--- config.mk ---
export PLATFORM = sky130hd
export DESIGN_NAME = pafls_port
export DESIGN_NICKNAME = d
export VERILOG_FILES = /design/src/rtl/pafls_pkg.sv /design/src/rtl/pafls_port.sv
export SDC_FILE = /design/constraint.sdc
export NUM_CORES = 1
export LEC_CHECK = 0
export BUFFER_PORTS_ARGS = -buffer_cell sky130_fd_sc_hd__buf_2
export CAP_MARGIN = 25
export CORE_MARGIN = 2
export CORE_UTILIZATION = 55
export CTS_CLUSTER_DIAMETER = 50
export DETAILED_ROUTE_END_ITERATION = 8
export GPL_TIMING_DRIVEN = 0
export HOLD_SLACK_MARGIN = 0.15
export PLACE_DENSITY = 0.83
export REMOVE_ABC_BUFFERS = 1
export SLEW_MARGIN = 0
export SYNTH_ARGS = -nofsm -noshare
export SYNTH_HDL_FRONTEND = slang
export SYNTH_SLANG_ARGS = --single-unit
--- constraint.sdc ---
create_clock -name clk -period 3 [get_ports clk]
set_input_delay 0.15 -clock clk [delete_from_list [all_inputs] [get_ports clk]]
set_output_delay 0.15 -clock clk [all_outputs]
set_load 0.01 [all_outputs]
--- src/rtl/pafls_pkg.sv ---
// Constants for the port alternate-function and LED sink block
// Operation
// - Timer pins share one configuration; timer mode picks input or output.
// - LED sink mode only where the first select register picks it.
// - A pin's LED sink driver runs only with its enable bit set.
// - Four sink levels per LED pin, chosen by upper and lower levels.
// - Shared reset pin works both ways when configured as a port pin.
// - Every system reset returns the shared pin to its reset function.
// - Shared pin held low in reset function keeps the device in reset.
`default_nettype none
package pafls_pkg;

   // Bus geometry
   localparam int unsigned ADDR_W = 12;
   localparam int unsigned DATA_W = 8;

   // Register offsets
   localparam logic [11:0] OFF_LED_ENABLE      = 12'hF82;
   localparam logic [11:0] OFF_LED_LEVEL_UPPER = 12'hF83;
   localparam logic [11:0] OFF_LED_LEVEL_LOWER = 12'hF84;
   localparam logic [11:0] OFF_PC_ALT_ENABLE    = 12'hFE0;
   localparam logic [11:0] OFF_PC_ALT_SEL_FIRST = 12'hFE1;
   localparam logic [11:0] OFF_PC_ALT_SEL_SECOND = 12'hFE2;
   localparam logic [11:0] OFF_PC_DATA_OUT     = 12'hFE3;
   localparam logic [11:0] OFF_PC_DIR          = 12'hFE4;
   localparam logic [11:0] OFF_PC_DATA_IN      = 12'hFE5;
   localparam logic [11:0] OFF_PA_ALT_ENABLE   = 12'hFE8;
   localparam logic [11:0] OFF_PA_DATA_OUT     = 12'hFE9;
   localparam logic [11:0] OFF_PA_DIR          = 12'hFEA;
   localparam logic [11:0] OFF_PA_DATA_IN      = 12'hFEB;
   localparam logic [11:0] OFF_RESET_PIN_CTL   = 12'hFEC;

   // Reset values
   localparam logic [7:0] RST_LED_ENABLE   = 8'h00;
   localparam logic [7:0] RST_LED_LEVEL    = 8'h00;
   localparam logic [7:0] RST_ALT_FUNC     = 8'h00;
   localparam logic [7:0] RST_DATA_OUT     = 8'h00;
   localparam logic [7:0] RST_DIR          = 8'hFF;
   localparam logic       RST_RESET_PIN_GPIO = 1'b0;

   // Field positions on port A and in the reset pin control register
   localparam int unsigned PIN_TIMER_FIRST  = 0;
   localparam int unsigned PIN_SHARED_RESET = 2;
   localparam int unsigned PIN_TIMER_SECOND = 6;
   localparam int unsigned BIT_RESET_PIN_GPIO = 0;

   // Sink level codes, ascending current
   localparam logic [1:0] LVL_3MA  = 2'h0;
   localparam logic [1:0] LVL_7MA  = 2'h1;
   localparam logic [1:0] LVL_13MA = 2'h2;
   localparam logic [1:0] LVL_20MA = 2'h3;

endpackage
`default_nettype wire

--- src/rtl/pafls_port.sv ---
// Port A/C pin control with timer sharing, LED sinks and shared reset pin
//
// Chosen here: the strobed register port.
`timescale 1ns/100ps
`default_nettype none
module pafls_port
(
   // Clock and reset
   input  wire logic        clk,
   input  wire logic        rstn,
   // Register port
   input  wire logic [11:0] bus_addr,
   input  wire logic [7:0]  bus_wdata,
   input  wire logic        bus_wr,
   input  wire logic        bus_rd,
   output var  logic [7:0]  bus_rdata,
   // Port A pins
   input  wire logic [7:0]  pa_in,
   output var  logic [7:0]  pa_out,
   output var  logic [7:0]  pa_oe,
   // Port C pins
   input  wire logic [7:0]  pc_in,
   output var  logic [7:0]  pc_out,
   output var  logic [7:0]  pc_oe,
   // LED sink pads
   output var  logic [7:0]  led_sink_on,
   output var  logic [15:0] led_level,
   // Timer side
   input  wire logic [1:0]  timer_capture_mode,
   input  wire logic        timer_out_first,
   input  wire logic        timer_out_second,
   output var  logic        timer_in_first,
   output var  logic        timer_in_second,
   // Reset controller side
   input  wire logic        sys_reset_event,
   output var  logic        reset_hold
);

   // Address hit test shared by every decode
   function automatic logic hit(input logic [11:0] a, input logic [11:0] off);
      hit = (a == off);
   endfunction

   // Level code of one pin: upper bit over lower bit
   function automatic logic [1:0] lvl_code(input logic [7:0] up,
                                           input logic [7:0] lo,
                                           input int unsigned i);
      lvl_code = {up[i], lo[i]};
   endfunction

   // Pick the odd or even bits of a level vector
   function automatic logic [7:0] pick_bits(input logic [15:0] v,
                                            input logic        odd);
      logic [7:0] r;
      r = 8'h00;
      for (int i = 0; i < 8; i++)
         r[i] = v[2*i + (odd ? 1 : 0)];
      pick_bits = r;
   endfunction

   // Software registers
   logic [7:0] led_sink_enable;
   logic [7:0] led_sink_level_upper;
   logic [7:0] led_sink_level_lower;
   logic [7:0] pc_alt_func_enable;
   logic [7:0] alt_func_select_first;
   logic [7:0] alt_func_select_second;
   logic [7:0] pc_dout;
   logic [7:0] pc_dir;
   logic [7:0] pa_alt_func_enable;
   logic [7:0] pa_dout;
   logic [7:0] pa_dir;
   logic       reset_pin_gpio;

   // Pin synchronisers; stage one feeds stage two only
   logic [7:0] pa_s1;
   logic [7:0] pa_s2;
   logic [7:0] pc_s1;
   logic [7:0] pc_s2;

   // Write decode
   wire wr_led_en  = bus_wr && hit(bus_addr, pafls_pkg::OFF_LED_ENABLE);
   wire wr_lvl_up  = bus_wr && hit(bus_addr, pafls_pkg::OFF_LED_LEVEL_UPPER);
   wire wr_lvl_lo  = bus_wr && hit(bus_addr, pafls_pkg::OFF_LED_LEVEL_LOWER);
   wire wr_pc_alt  = bus_wr && hit(bus_addr, pafls_pkg::OFF_PC_ALT_ENABLE);
   wire wr_pc_s1   = bus_wr && hit(bus_addr, pafls_pkg::OFF_PC_ALT_SEL_FIRST);
   wire wr_pc_s2   = bus_wr && hit(bus_addr, pafls_pkg::OFF_PC_ALT_SEL_SECOND);
   wire wr_pc_do   = bus_wr && hit(bus_addr, pafls_pkg::OFF_PC_DATA_OUT);
   wire wr_pc_dir  = bus_wr && hit(bus_addr, pafls_pkg::OFF_PC_DIR);
   wire wr_pa_alt  = bus_wr && hit(bus_addr, pafls_pkg::OFF_PA_ALT_ENABLE);
   wire wr_pa_do   = bus_wr && hit(bus_addr, pafls_pkg::OFF_PA_DATA_OUT);
   wire wr_pa_dir  = bus_wr && hit(bus_addr, pafls_pkg::OFF_PA_DIR);
   wire wr_rst_ctl = bus_wr && hit(bus_addr, pafls_pkg::OFF_RESET_PIN_CTL);

   // Port C pin roles; the LED decode acts at once on the enable and first
   // select registers, so a half-written setup shows through, which is why software orders it
   wire [7:0] led_mode = pc_alt_func_enable & alt_func_select_first;
   wire [7:0] sink_now = led_mode & led_sink_enable;
   wire [7:0] next_pc_oe  = sink_now | (~pc_alt_func_enable & ~pc_dir);
   wire [7:0] next_pc_out = ~sink_now & pc_dout;

   // Shared pin is in reset function unless software chose port use and no system reset event is active
   wire rst_func = !reset_pin_gpio || sys_reset_event;

   // Port A pin roles
   logic [7:0]  next_pa_oe;
   logic [7:0]  next_pa_out;
   logic [15:0] next_led_level;
   always_comb
   begin
      next_pa_oe  = ~pa_alt_func_enable & ~pa_dir;
      next_pa_out = pa_dout;
      // Timer pins: one configuration, the timer mode picks the direction
      if (pa_alt_func_enable[pafls_pkg::PIN_TIMER_FIRST])
      begin
         next_pa_oe[pafls_pkg::PIN_TIMER_FIRST]  = !timer_capture_mode[0];
         next_pa_out[pafls_pkg::PIN_TIMER_FIRST] = timer_out_first;
      end
      if (pa_alt_func_enable[pafls_pkg::PIN_TIMER_SECOND])
      begin
         next_pa_oe[pafls_pkg::PIN_TIMER_SECOND]  = !timer_capture_mode[1];
         next_pa_out[pafls_pkg::PIN_TIMER_SECOND] = timer_out_second;
      end
      // Shared pin: input only in reset function, both ways otherwise
      if (rst_func)
      begin
         next_pa_oe[pafls_pkg::PIN_SHARED_RESET]  = 1'b0;
         next_pa_out[pafls_pkg::PIN_SHARED_RESET] = 1'b0;
      end
      else
      begin
         next_pa_oe[pafls_pkg::PIN_SHARED_RESET] =
            !pa_dir[pafls_pkg::PIN_SHARED_RESET];
         next_pa_out[pafls_pkg::PIN_SHARED_RESET] =
            pa_dout[pafls_pkg::PIN_SHARED_RESET];
      end
      // Per-pin sink level code
      for (int i = 0; i < 8; i++)
         next_led_level[2*i +: 2] =
            lvl_code(led_sink_level_upper, led_sink_level_lower, i);
   end

   // Held low in reset function, the pin keeps the chip in reset
   wire next_reset_hold =
      rst_func && !pa_s2[pafls_pkg::PIN_SHARED_RESET];

   // Read decode; unmapped addresses read zero
   logic [7:0] next_rdata;
   always_comb
   begin
      next_rdata = 8'h00;
      if (!bus_rd)
         next_rdata = 8'h00;
      else if (hit(bus_addr, pafls_pkg::OFF_LED_ENABLE))
         next_rdata = led_sink_enable;
      else if (hit(bus_addr, pafls_pkg::OFF_LED_LEVEL_UPPER))
         next_rdata = led_sink_level_upper;
      else if (hit(bus_addr, pafls_pkg::OFF_LED_LEVEL_LOWER))
         next_rdata = led_sink_level_lower;
      else if (hit(bus_addr, pafls_pkg::OFF_PC_ALT_ENABLE))
         next_rdata = pc_alt_func_enable;
      else if (hit(bus_addr, pafls_pkg::OFF_PC_ALT_SEL_FIRST))
         next_rdata = alt_func_select_first;
      else if (hit(bus_addr, pafls_pkg::OFF_PC_ALT_SEL_SECOND))
         next_rdata = alt_func_select_second;
      else if (hit(bus_addr, pafls_pkg::OFF_PC_DATA_OUT))
         next_rdata = pc_dout;
      else if (hit(bus_addr, pafls_pkg::OFF_PC_DIR))
         next_rdata = pc_dir;
      else if (hit(bus_addr, pafls_pkg::OFF_PC_DATA_IN))
         next_rdata = pc_s2;
      else if (hit(bus_addr, pafls_pkg::OFF_PA_ALT_ENABLE))
         next_rdata = pa_alt_func_enable;
      else if (hit(bus_addr, pafls_pkg::OFF_PA_DATA_OUT))
         next_rdata = pa_dout;
      else if (hit(bus_addr, pafls_pkg::OFF_PA_DIR))
         next_rdata = pa_dir;
      else if (hit(bus_addr, pafls_pkg::OFF_PA_DATA_IN))
         next_rdata = pa_s2;
      else if (hit(bus_addr, pafls_pkg::OFF_RESET_PIN_CTL))
         next_rdata = {7'h00, reset_pin_gpio};
   end

   // LED and port C control registers
   always_ff @(posedge clk or negedge rstn)
   begin
      if (!rstn)
      begin
         led_sink_enable        <= pafls_pkg::RST_LED_ENABLE;
         led_sink_level_upper   <= pafls_pkg::RST_LED_LEVEL;
         led_sink_level_lower   <= pafls_pkg::RST_LED_LEVEL;
         pc_alt_func_enable     <= pafls_pkg::RST_ALT_FUNC;
         alt_func_select_first  <= pafls_pkg::RST_ALT_FUNC;
         alt_func_select_second <= pafls_pkg::RST_ALT_FUNC;
         pc_dout                <= pafls_pkg::RST_DATA_OUT;
         pc_dir                 <= pafls_pkg::RST_DIR;
      end
      else
      begin
         if (wr_led_en) led_sink_enable <= bus_wdata;
         if (wr_lvl_up) led_sink_level_upper <= bus_wdata;
         if (wr_lvl_lo) led_sink_level_lower <= bus_wdata;
         if (wr_pc_alt) pc_alt_func_enable <= bus_wdata;
         if (wr_pc_s1) alt_func_select_first <= bus_wdata;
         if (wr_pc_s2) alt_func_select_second <= bus_wdata;
         if (wr_pc_do) pc_dout <= bus_wdata;
         if (wr_pc_dir) pc_dir <= bus_wdata;
      end
   end

   // Port A control; a system reset beats a same-cycle port-mode write
   always_ff @(posedge clk or negedge rstn)
   begin
      if (!rstn)
      begin
         pa_alt_func_enable <= pafls_pkg::RST_ALT_FUNC;
         pa_dout            <= pafls_pkg::RST_DATA_OUT;
         pa_dir             <= pafls_pkg::RST_DIR;
         reset_pin_gpio     <= pafls_pkg::RST_RESET_PIN_GPIO;
      end
      else
      begin
         if (wr_pa_alt) pa_alt_func_enable <= bus_wdata;
         if (wr_pa_do) pa_dout <= bus_wdata;
         if (wr_pa_dir) pa_dir <= bus_wdata;
         if (sys_reset_event)
            reset_pin_gpio <= 1'b0;
         else if (wr_rst_ctl)
            reset_pin_gpio <= bus_wdata[pafls_pkg::BIT_RESET_PIN_GPIO];
      end
   end

   // Synchronisers; they clear to low so a reset pin reads held at first
   always_ff @(posedge clk or negedge rstn)
   begin
      if (!rstn)
      begin
         pa_s1 <= 8'h00;
         pa_s2 <= 8'h00;
         pc_s1 <= 8'h00;
         pc_s2 <= 8'h00;
      end
      else
      begin
         pa_s1 <= pa_in;
         pa_s2 <= pa_s1;
         pc_s1 <= pc_in;
         pc_s2 <= pc_s1;
      end
   end

   // Registered outputs; reset hold starts asserted until the pin is seen
   always_ff @(posedge clk or negedge rstn)
   begin
      if (!rstn)
      begin
         bus_rdata       <= 8'h00;
         pa_out          <= 8'h00;
         pa_oe           <= 8'h00;
         pc_out          <= 8'h00;
         pc_oe           <= 8'h00;
         led_sink_on     <= 8'h00;
         led_level       <= 16'h0000;
         timer_in_first  <= 1'b0;
         timer_in_second <= 1'b0;
         reset_hold      <= 1'b1;
      end
      else
      begin
         bus_rdata       <= next_rdata;
         pa_out          <= next_pa_out;
         pa_oe           <= next_pa_oe;
         pc_out          <= next_pc_out;
         pc_oe           <= next_pc_oe;
         led_sink_on     <= sink_now;
         led_level       <= next_led_level;
         timer_in_first  <= pa_s2[pafls_pkg::PIN_TIMER_FIRST];
         timer_in_second <= pa_s2[pafls_pkg::PIN_TIMER_SECOND];
         reset_hold      <= next_reset_hold;
      end
   end

   // Checks
   timer_in_a: assert property (@(posedge clk) disable iff (!rstn)
      $past(pa_alt_func_enable[0]) && $past(timer_capture_mode[0])
      |-> !pa_oe[0])
      else $error("timer pin drives while timer takes input");

   timer_out_a: assert property (@(posedge clk) disable iff (!rstn)
      $past(pa_alt_func_enable[6]) && !$past(timer_capture_mode[1])
      |-> pa_oe[6] && (pa_out[6] == $past(timer_out_second)))
      else $error("timer pin does not carry timer output");

   led_mode_a: assert property (@(posedge clk) disable iff (!rstn)
      (led_sink_on & ~$past(led_mode)) == 8'h00)
      else $error("LED sink on outside LED mode");

   led_enable_a: assert property (@(posedge clk) disable iff (!rstn)
      wr_led_en && (bus_wdata == 8'h00) |-> ##2 (led_sink_on == 8'h00))
      else $error("LED sink stays on after enable cleared");

   led_level_a: assert property (@(posedge clk) disable iff (!rstn)
      wr_lvl_up |-> ##2 (pick_bits(led_level, 1'b1) == $past(bus_wdata, 2)))
      else $error("upper level write not seen on level code");

   level_code_a: assert property (@(posedge clk) disable iff (!rstn)
      pick_bits(led_level, 1'b0) == $past(led_sink_level_lower))
      else $error("lower level bits misplaced in level code");

   gpio_bidir_a: assert property (@(posedge clk) disable iff (!rstn)
      $past(reset_pin_gpio) && !$past(sys_reset_event) && !$past(pa_dir[2])
      |-> pa_oe[2] && (pa_out[2] == $past(pa_dout[2])))
      else $error("shared pin fails to drive in port mode");

   pin_revert_a: assert property (@(posedge clk) disable iff (!rstn)
      sys_reset_event |=> !reset_pin_gpio && !pa_oe[2] ##1 !pa_oe[2])
      else $error("shared pin kept port mode over system reset");

   reset_hold_a: assert property (@(posedge clk) disable iff (!rstn)
      !reset_pin_gpio && !sys_reset_event
      |=> (reset_hold == !$past(pa_s2[2])))
      else $error("reset hold does not follow shared pin");

endmodule // pafls_port
`default_nettype wire

==> results of run 1 <==
==> through the flow <==
step / hold WS [ns] / cell area (um2) / power [mW] / TNS [ns]
finish: 0.233 / 9020 / 5.09 / 0
global route: 0.269 / 9020 / 5.26 / 0
CTS: 0.225 / 8990 / 5.11 / 0
detailed placement: 0.0846 / 8070 / 2.84 / 0
global placement: 0.258 / 8030 / 2.83 / -149.52
floorplan: -0.146 / 7250 / 2.69 / 0
==> path summary, 6_finish.rpt <==
path	from	end	slack, ns	cells after the start
setup / recovery	bus_addr[4]	pa_dout[7]	0.90	5
hold / removal	rstn	pa_out[4]	0.23	2
setup reg to reg	pc_dir[7]	bus_rdata[7]	1.23	5
hold reg to reg	pa_s1[7]	pa_s2[7]	0.35	0
max in group asynchronous	rstn	alt_func_select_second[2]	1.80	3
min in group clk	bus_addr[11]	bus_rdata[0]	0.30	5
==> cells by family (layout without fill, tap and decap cells) <==
kind of cell | after synthesis | count (layout)
AO/OA/AOI/OAI | 78 | 78
buffers and inverters | 41 | 188
flip-flops | 188 | 188
multiplexers | 113 | 113
other | 0 | 1
AND/OR/NAND/NOR | 101 | 101
==> critical path, delay by kind of cell <==
family / cells / cell delay, ns
multiplexers: 1 / 0.39
buffers and inverters: 1 / 0.12
AND/OR/NAND/NOR: 3 / 1.74
==> layout by cell type, fill, tap and decap left out, types with 4 or more instances in the layout <==
cell type	n
nor2_1	12
dlygate4sd3_1	32
nand4_1	9
o21ai_0	17
nand3_1	15
clkbuf_16	17
buf_2	110
and3_1	7
a221oi_1	9
a22o_1	6
mux2_2	103
nand2b_1	6
o221ai_1	8
dfrtp_1	171
nand2_1	12
and2_1	8
a211o_1	4
mux2i_1	8
a21oi_1	13
nor2b_1	5
a22oi_1	5
inv_1	10
dfstp_2	17
==> metal layers <==
metal	up-vias	GRT usage (%)
met5	-	0
met4	0	9.85
met3	30	4.28
met2	213	36.0
met1	2403	32.6
li1	2177	-
==> timing repair <==
action,in CTS,in global routing
hold endpoints to repair,153,0
hold buffers,32,0
resized for setup,0,0
==> final cells by class <==
| class | count | area share [%] |
|---|---|---|
| Clock inverter | 10 | 1.55 |
| Timing Repair Buffer | 146 | 10.4 |
| Antenna cell | 1 | 0.0277 |
| Multi-Input combinational cell | 292 | 27.6 |
| Inverter | 10 | 0.416 |
| Tap cell | 176 | 2.44 |
| Sequential cell | 188 | 52.4 |
| Clock buffer | 22 | 5.15 |
==> power by group through the flow <==
stage               clock network, mW  registers (mW)  logic, mW
finish                           2.26            2.58      0.248
global route                     2.40            2.58      0.274
CTS                              2.28            2.58      0.246
detailed placement                  0            2.63      0.213
global placement                    0            2.63      0.199
floorplan                           0            2.63     0.0593
==> out/results.tsv, run 1 <==
metric	value	unit
Met2 Routed Length	7810	um
#FFs+latches synth	188	
Layout Cells excl Fill	845	
Fillers	902	
Synth Area in Compound Gates	7.44	%
Mapped Cells	521	
Setup-failing EPs final	0	
post-layout util	68.4	%
main combinational cell family by area after synthesis	multiplexers	
simple-gate share of the synthesized area	8.83	%
Leakage	4.40	nW
Synth Area in XOR/XNOR	0	%
Synth top area share	57.8	%
Largest register FFs	16	
Die Wd	120	um
Worst path max stage delay	0.76	ns
hpwl dp	10900	um
WL met1	6910	um
sequential fraction of the synthesis area	63.9	%
crit start category	primary input	
Max Used Layer	met4	
DP Worst Slack	0.509	ns
power per standard cell area	564	nW/um2
starting density of the core	56.1	%
Fin. Hold Viols	0	
async set or reset register ratio after synthesis	100	%
grt ovf	0	
first-pass GRT wire length	25500	um
most instantiated library cell after synthesis	dfrtp_1	
Sequential Power Share	50.8	%
clk sink count	188	
root buf cell	clkbuf_16	
via count	4823	
crit path cell chain	buf_2, nand4b_1, nor3_1, and3_1, mux2_2	
clk buf depth	2	
Synth area leader	dfrtp_1	
Min-Delay Path Class	in -> async	
switch share	21.0	%
# nets final	700	
Clk pwr share	44.4	%
Crit path required time	3.31	ns
total core area	13200	um2
initial antenna violation count	0	
gpl congestion	0.893	
FP Rows	42	
Syn Area/Cell	14.2	um2
Clock Skews	0.00855	ns
drt wl/cell	19.0	um
Peak VDD IR	0.313	mV
WP data arrival	2.41	ns
die area	14400	um2
f_max	476	MHz
Via density	5.71	
Reg area	4730	um2
largest register by flop count	led_level	
multiplexer share of the synthesized area	17.4	%
Post-synth EDFFs	0	
H-tree levels	4	
Max Cap Viol	0	
CP max stage cell	nor3_1	
switching pwr	1.07	mW
Slew Limit Fails	0	
Initial DRT Pass Iterations	5	
status	finished, final reports clean	
synthesis-to-layout area growth	21.9	%
met3 WL	1010	um
Yosys cell types	56	
top post-synthesis cells by area	dfrtp_1 (58%), mux2_2 (16%), dfstp_2 (6.0%)	
Remaining DRCs	0	
post-route setup slack	0.898	ns
worst setup path class	in -> reg	
Worst slew margin	38.8	%
synth cell count leaders	dfrtp_1 (171), mux2_2 (103), dfstp_2 (17), o21ai_0 (17), nand3_1 (15)	
Gate power share	4.9	%
CTS clock-pin slew for the worst setup and hold paths	0.06	ns
Total GRT Usage	23.2	%
RSZ-0062 raised after global routing	false	
clk_lat worst skew	0.43	ns
crit end category	flip-flop	
Tcrit/Tclk final	70.1	%
WL final	16100	um
vias in the first global route	4778	
Final ANT Viol Nets	0	
Post-Syn Area	7400	um2
Main synth FF type	dfrtp_1	
crit path time final	2.10	ns
I/O Buffers	111	
Iteration-0 DRC Markers	454	
TritonCTS buffer count	17	
Int Pwr	4.02	mW
setup bufs post-CTS	0	
io pins	112	
largest net degree at the start of global routing	138	
DIE HEIGHT	120	um
critical path peak fanout	8	
Synth Warn #	0	
Synth Area in Adders	0	%
multi-input logic area	2490	um2
layout cells sized above 1	41.8	%
CTS tree	yes	
worst-margin pin slew	0.915	ns
dpl cells	778	
Note: power is estimated with default switching activity, not from simulation.
==> run 2: changes to the inputs <==
--- a/config.mk
+++ b/config.mk
@@ -8,12 +8,12 @@
 export BUFFER_PORTS_ARGS = -buffer_cell sky130_fd_sc_hd__buf_2
 export CAP_MARGIN = 25
 export CORE_MARGIN = 2
-export CORE_UTILIZATION = 55
+export CORE_UTILIZATION = 51
 export CTS_CLUSTER_DIAMETER = 50
 export DETAILED_ROUTE_END_ITERATION = 8
 export GPL_TIMING_DRIVEN = 0
 export HOLD_SLACK_MARGIN = 0.15
-export PLACE_DENSITY = 0.83
+export PLACE_DENSITY = 0.82
 export REMOVE_ABC_BUFFERS = 1
 export SLEW_MARGIN = 0
 export SYNTH_ARGS = -nofsm -noshare
==> constraint.sdc (replaced) <==
create_clock -name clk -period 1.8 [get_ports clk]
set_input_delay 0.09 -clock clk [delete_from_list [all_inputs] [get_ports clk]]
set_output_delay 0.09 -clock clk [all_outputs]
set_load 0.01 [all_outputs]
==> run 2 against run 1 <==
Effect of this change:
- total power rose by 74%
- wire length increased by 2.3%
- clock skew shrank 0.0012 ns
- die area rose by 7.6%
- worst hold slack lost 0.025 ns
- setup slack got worse by 0.88 ns
- critical path depth unchanged
==> out/results.tsv, run 2 (same netlist as run 1, synthesis figures left out) <==
metric	value	unit	change
Layout Cells excl Fill	851		+0.71%
crit start category	flip-flop		
H-tree levels	4		unchanged
layout cells sized above 1	42.9	%	+1.1 points
r2r worst-path depth	5		unchanged
Final ANT Viol Nets	0		unchanged
Die Wd	124	um	+3.7%
Worst slew margin	37.3	%	-1.5 points
startpoint of the worst register-to-register path	pc_dir[7]		
vias in the first global route	4988		+4.4%
clk sink count	188		unchanged
clk buf depth	2		unchanged
f_max	562	MHz	
Fin. Hold Viols	0		unchanged
crit end category	flip-flop		
most common cell after layout, fill and taps aside	dfrtp_1		
multi-input logic area	2510	um2	+0.85%
final instance area	9100	um2	+0.93%
Max Cap Viol	0		unchanged
# diodes	0		-1
Total GRT Usage	22.1	%	-1.1 points
CTS clock-pin slew for the worst setup and hold paths	0.07	ns	about the same
Iteration-0 DRC Markers	403		-11%
Post-DP Area	8080	um2	+0.12%
Reg area	4730	um2	unchanged
Pwr Total	8.86	mW	+74%
Setup-failing EPs final	0		unchanged
largest register by flop count	led_level		
Largest register FFs	16		unchanged
initial antenna violation count	0		unchanged
commonest cells after routing, fill and taps aside	dfrtp_1 (171), buf_2 (108), mux2_2 (103)		
Post-Route Setup TNS	0	ns	unchanged
synthesis-to-layout area growth	23.1	%	
Worst Hold Slack	0.208	ns	-0.0248 ns
root buf cell	clkbuf_16		
Min-Delay Path Class	in -> async		
Peak VDD IR	0.686	mV	+120%
WL final	16400	um	+2.3%
critical path peak fanout	3		-5
power per standard cell area	973	nW/um2	+73%
die area	15500	um2	+7.6%
# nets final	700		unchanged
Tcrit/Tclk final	98.8	%	
DIE HEIGHT	124	um	+3.7%
dpl cells	786		+1.0%
first-pass GRT wire length	27000	um	+5.8%
worst-margin pin slew	0.937	ns	+0.0223 ns
io pins	112		unchanged
Clock Skews	0.00731	ns	-0.00124 ns
I/O Buffers	111		unchanged
Remaining DRCs	0		unchanged
clk_lat worst skew	0.43	ns	about the same
grt ovf	0		unchanged
TritonCTS buffer count	17		unchanged
Initial DRT Pass Iterations	5		unchanged
largest net degree at the start of global routing	116		-16%
status	finished, final reports clean		
gpl congestion	0.891		-0.20%
via count	4809		-0.29%
worst setup path class	reg -> reg		
Slew Limit Fails	0		unchanged
CTS tree	yes		
Crit path required time	2.07	ns	-1.24 ns
WP data arrival	2.05	ns	-0.36 ns
R2R setup slack	0.02	ns	-1.21 ns
Fillers	1096		+22%
drt wl/cell	19.3	um	+1.6%
reg-to-reg endpoint	bus_rdata[7]		
Leakage	4.44	nW	+0.88%
total core area	14400	um2	+8.9%
hpwl dp	11100	um	+1.9%
crit path time final	1.78	ns	
starting density of the core	51.5	%	-4.6 points
Via density	5.65		-0.99%
FP Rows	44		+4.8%
## run 2: what timing repair did
action                     in CTS  in global routing
hold buffers                   32                  0
setup buffers                   0                  1
setup endpoints to repair      43                 34
resized for setup               3                  5
cloned                          0                  0
pin swaps                       0                  2
hold endpoints to repair      193                  0
## run 2: worst max-delay path, cell delays in order (launching register included)
cell and delay [ns]:
dfstp_2 0.38, or3b_2 0.44, a41oi_1 0.25, nor4_1 0.07, a311oi_1 0.31, o22ai_1 0.17
## run 2: metal layers
metal | vias to the layer above | track usage (%) | routed length [um] | share of wire [%]
li1 | 2164 | - | - | -
met1 | 2443 | 30.0 | 7060 | 43
met2 | 173 | 34.1 | 7940 | 48
met3 | 29 | 6.49 | 1070 | 6.5
met4 | 0 | 8.26 | 380 | 2.3
met5 | - | 0 | 0 | 0
## run 2: cell type report
cell class,count,area share (%)
clock buffers,21,5.28
clock inverters,10,2.05
inverters,10,0.412
multi-input cells,292,27.6
flip-flops and latches,188,51.9
well taps,184,2.53
repair buffers,146,10.3
## run 2: where the power goes
group	total, mW	internal (mW)	switching (mW)
registers	4.31	4.28	0.0222
logic	0.412	0.156	0.257
clock network	4.14	2.60	1.54
total	8.86	7.04	1.82
## run 2: worst max-delay path by stage
stage	endpoint	slack (ns)	cells past startpoint	start
2_1_floorplan	pa_dout[0]	0.14	4	bus_addr[4]
3_3_place_gp	led_level[15]	-2.06	1	rstn
3_5_place_dp	led_sink_level_upper[6]	-0.71	4	bus_addr[0]
4_1_cts	bus_rdata[7]	0.006	5	pc_dir[7]
5_1_grt	bus_rdata[0]	-0.01	6	bus_addr[5]
6_report	bus_rdata[7]	0.02	5	pc_dir[7]
## run 2: stage by stage
stage / setup slack (ns) / utilization [%]
2_1_floorplan: 0.138 / -
3_3_place_gp: -2.06 / 55.9
3_5_place_dp: -0.710 / 56.2
4_1_cts: 0.00579 / 63.1
5_1_grt: -0.00990 / 63.4
6_report: 0.0215 / 63.4
==> run 3: changes to the inputs <==
--- a/config.mk
+++ b/config.mk
@@ -5,6 +5,7 @@
 export SDC_FILE = /design/constraint.sdc
 export NUM_CORES = 1
 export LEC_CHECK = 0
+export ABC_AREA = 1
 export BUFFER_PORTS_ARGS = -buffer_cell sky130_fd_sc_hd__buf_2
 export CAP_MARGIN = 25
 export CORE_MARGIN = 2
==> run 3 against run 2 <==
Effect of this change:
- cell count rose by 26%
- sequential power barely moved
- sequential share of layout area rose by 1.0 points
- area after synthesis fell by 1.7%
- worst hold slack got worse by 0.024 ns
- global-route usage rose by 1.7 points
- die area fell by 1.6%
- total power fell by 5.1%
- via count rose by 17%
- critical endpoint is now reset_pin_gpio
- largest cell class unchanged
==> out/results.tsv, run 3 <==
metric	value	unit	change
status	finished, final reports clean		
dpl cells	1006		+28%
Leakage	4.35	nW	-2.1%
Fin. Hold Viols	0		unchanged
Post-synth EDFFs	0		unchanged
post-layout util	64.1	%	+0.71 points
WL met1	6950	um	-1.6%
Final ANT Viol Nets	0		unchanged
hpwl dp	10900	um	-1.4%
Crit path required time	2.17	ns	+0.10 ns
Synth Warn #	0		unchanged
Post-Syn Area	7280	um2	-1.7%
Main synth FF type	dfrtp_1		
main combinational cell family by area after synthesis	simple AND/OR/NAND/NOR gates		
clk buf depth	2		unchanged
critical path peak fanout	4		+1
synth cell count leaders	nand2_1 (192), dfrtp_1 (171), o21ai_0 (79)		
Tcrit/Tclk final	88.5	%	-10 points
Layout Cells excl Fill	1071		+26%
synthesis-to-layout area growth	22.7	%	
crit start category	primary input		
Peak VDD IR	0.671	mV	-2.1%
Buf+Inv Stages, Crit Path	3		+3
io pins	112		unchanged
top post-synthesis cells by area	dfrtp_1 (59%), nand2_1 (9.9%), dfstp_2 (6.1%)		
starting density of the core	52.2	%	+0.72 points
Worst path max stage delay	0.60	ns	+0.16 ns
commonest cells after routing, fill and taps aside	nand2_1 (192), dfrtp_1 (171), buf_2 (110)		
Synth Area in Adders	0	%	unchanged
multi-input logic area	2220	um2	-11%
Largest register FFs	16		unchanged
Synth Area in Compound Gates	11.3	%	+3.9 points
Worst Hold Slack	0.184	ns	-0.0240 ns
power per standard cell area	942	nW/um2	-3.3%
CP max stage cell	dlygate4sd3_1		
Remaining DRCs	0		unchanged
R2R setup slack	0.25	ns	+0.23 ns
crit end category	flip-flop		
Synth Area in XOR/XNOR	0	%	unchanged
Syn Area/Cell	9.82	um2	-31%
grt ovf	0		unchanged
I/O Buffers	111		unchanged
async set or reset register ratio after synthesis	100	%	unchanged
H-tree levels	4		unchanged
largest register by flop count	led_level		
Yosys cell types	32		-43%
Worst slew margin	60.7	%	+23 points
WP data arrival	1.97	ns	-0.08 ns
clk_lat worst skew	0.44	ns	about the same
layout cells sized above 1	22.1	%	-21 points
CTS tree	yes		
first-pass GRT wire length	27300	um	+1.3%
FP Rows	43		-2.3%
Clock Skews	0.0132	ns	+0.00590 ns
Total GRT Usage	23.8	%	+1.7 points
vias in the first global route	5539		+11%
Max Used Layer	met4		
# diodes	0		unchanged
crit path time final	1.59	ns	-0.185 ns
Met2 Routed Length	8370	um	+5.4%
RSZ-0062 raised after global routing	false		
Min-Delay Path Class	in -> async		
worst setup path class	in -> reg		
largest net degree at the start of global routing	120		+3.4%
Max Cap Viol	0		unchanged
via count	5639		+17%
# nets final	923		+32%
Initial DRT Pass Iterations	5		unchanged
CTS clock-pin slew for the worst setup and hold paths	0.07	ns	about the same
f_max	627	MHz	+12%
gpl congestion	0.822		-7.8%
Synth top area share	58.8	%	+0.97 points
Die Wd	123	um	-0.81%
root buf cell	clkbuf_16		
Pwr Total	8.41	mW	-5.1%
Fillers	1094		-0.18%
Reg area	4730	um2	unchanged
total core area	13900	um2	-3.0%
sequential fraction of the synthesis area	65.0	%	+1.1 points
Crit path max-delay family	buffers and inverters		
die area	15200	um2	-1.6%
initial antenna violation count	0		unchanged
crit path cell chain	buf_2, inv_1, nand4_1, nor3_1, a21oi_1, a311oi_1, dlygate4sd3_1		
simple-gate share of the synthesized area	18.9	%	+10 points
clk sink count	188		unchanged
met3 WL	920	um	-14%
TritonCTS buffer count	17		unchanged
drt wl/cell	15.5	um	-20%
Iteration-0 DRC Markers	450		+12%
#FFs+latches synth	188		unchanged
WL final	16600	um	+0.77%
Setup-failing EPs final	0		unchanged
Mapped Cells	741		+42%
Via density	5.27		-6.8%
most common cell after layout, fill and taps aside	nand2_1		
Slew Limit Fails	0		unchanged
worst-margin pin slew	0.589	ns	-0.348 ns
Synth area leader	dfrtp_1		
most instantiated library cell after synthesis	nand2_1		
DIE HEIGHT	123	um	-0.81%
multiplexer share of the synthesized area	0.138	%	-17 points
==> run 3: cell type report <==
| cell class | count | share of cell area, % |
|---|---|---|
| clock buffer | 17 | 4.77 |
| clock inverter | 15 | 2.05 |
| inverter | 59 | 2.49 |
| multi-input combinational | 467 | 24.9 |
| sequential | 188 | 52.9 |
| tap | 180 | 2.52 |
| timing repair buffer | 145 | 10.3 |
==> run 3: power by group <==
group / total [mW] / switching (mW) / internal (mW)
combinational: 0.310 / 0.199 / 0.111
clock: 3.79 / 1.70 / 2.10
sequential: 4.30 / 0.0219 / 4.28
==> run 3: per-layer routing <==
layer	global-route usage (%)	vias up
li1	-	2670
met1	30.9	2764
met2	39.3	171
met3	5.21	34
met4	9.30	0
met5	0	-
==> run 3: cells by family (layout without fill, tap and decap cells) <==
group,Yosys count,in the layout
mux,1,1
flops,188,188
simple gates,304,304
buf+inv,86,236
compound gates,162,162
==> run 3: what timing repair did <==
item	in CTS	in global routing
gates resized for setup	1	3
endpoints found under the setup margin	16	15
pin swaps	1	0
endpoints found under the hold margin	167	0
hold buffers	32	0
buffers inserted	1	0
==> run 3: final timing paths <==
kind | from | endpoint | cells after the start
worst max-delay path | bus_addr[4] | reset_pin_gpio | 7
worst min-delay path | rstn | pa_out[1] | 2
worst max register to register | pa_dir[7] | bus_rdata[7] | 14
worst min register to register | pa_s1[6] | pa_s2[6] | 0
max in group asynchronous | rstn | led_sink_level_lower[3] | 3
min in group clk | bus_wr | led_sink_enable[4] | 3
==> run 3: metrics by stage <==
| step | TNS, ns | setup WS [ns] | area, um2 |
|---|---|---|---|
| after floorplan | 0 | 0.103 | 7160 |
| after global placement | -406.26 | -2.20 | 7940 |
| after detailed placement | -15.26 | -0.698 | 7980 |
| after CTS | 0 | 0.163 | 8910 |
| after global routing | 0 | 0.0658 | 8930 |
| final | 0 | 0.206 | 8930 |
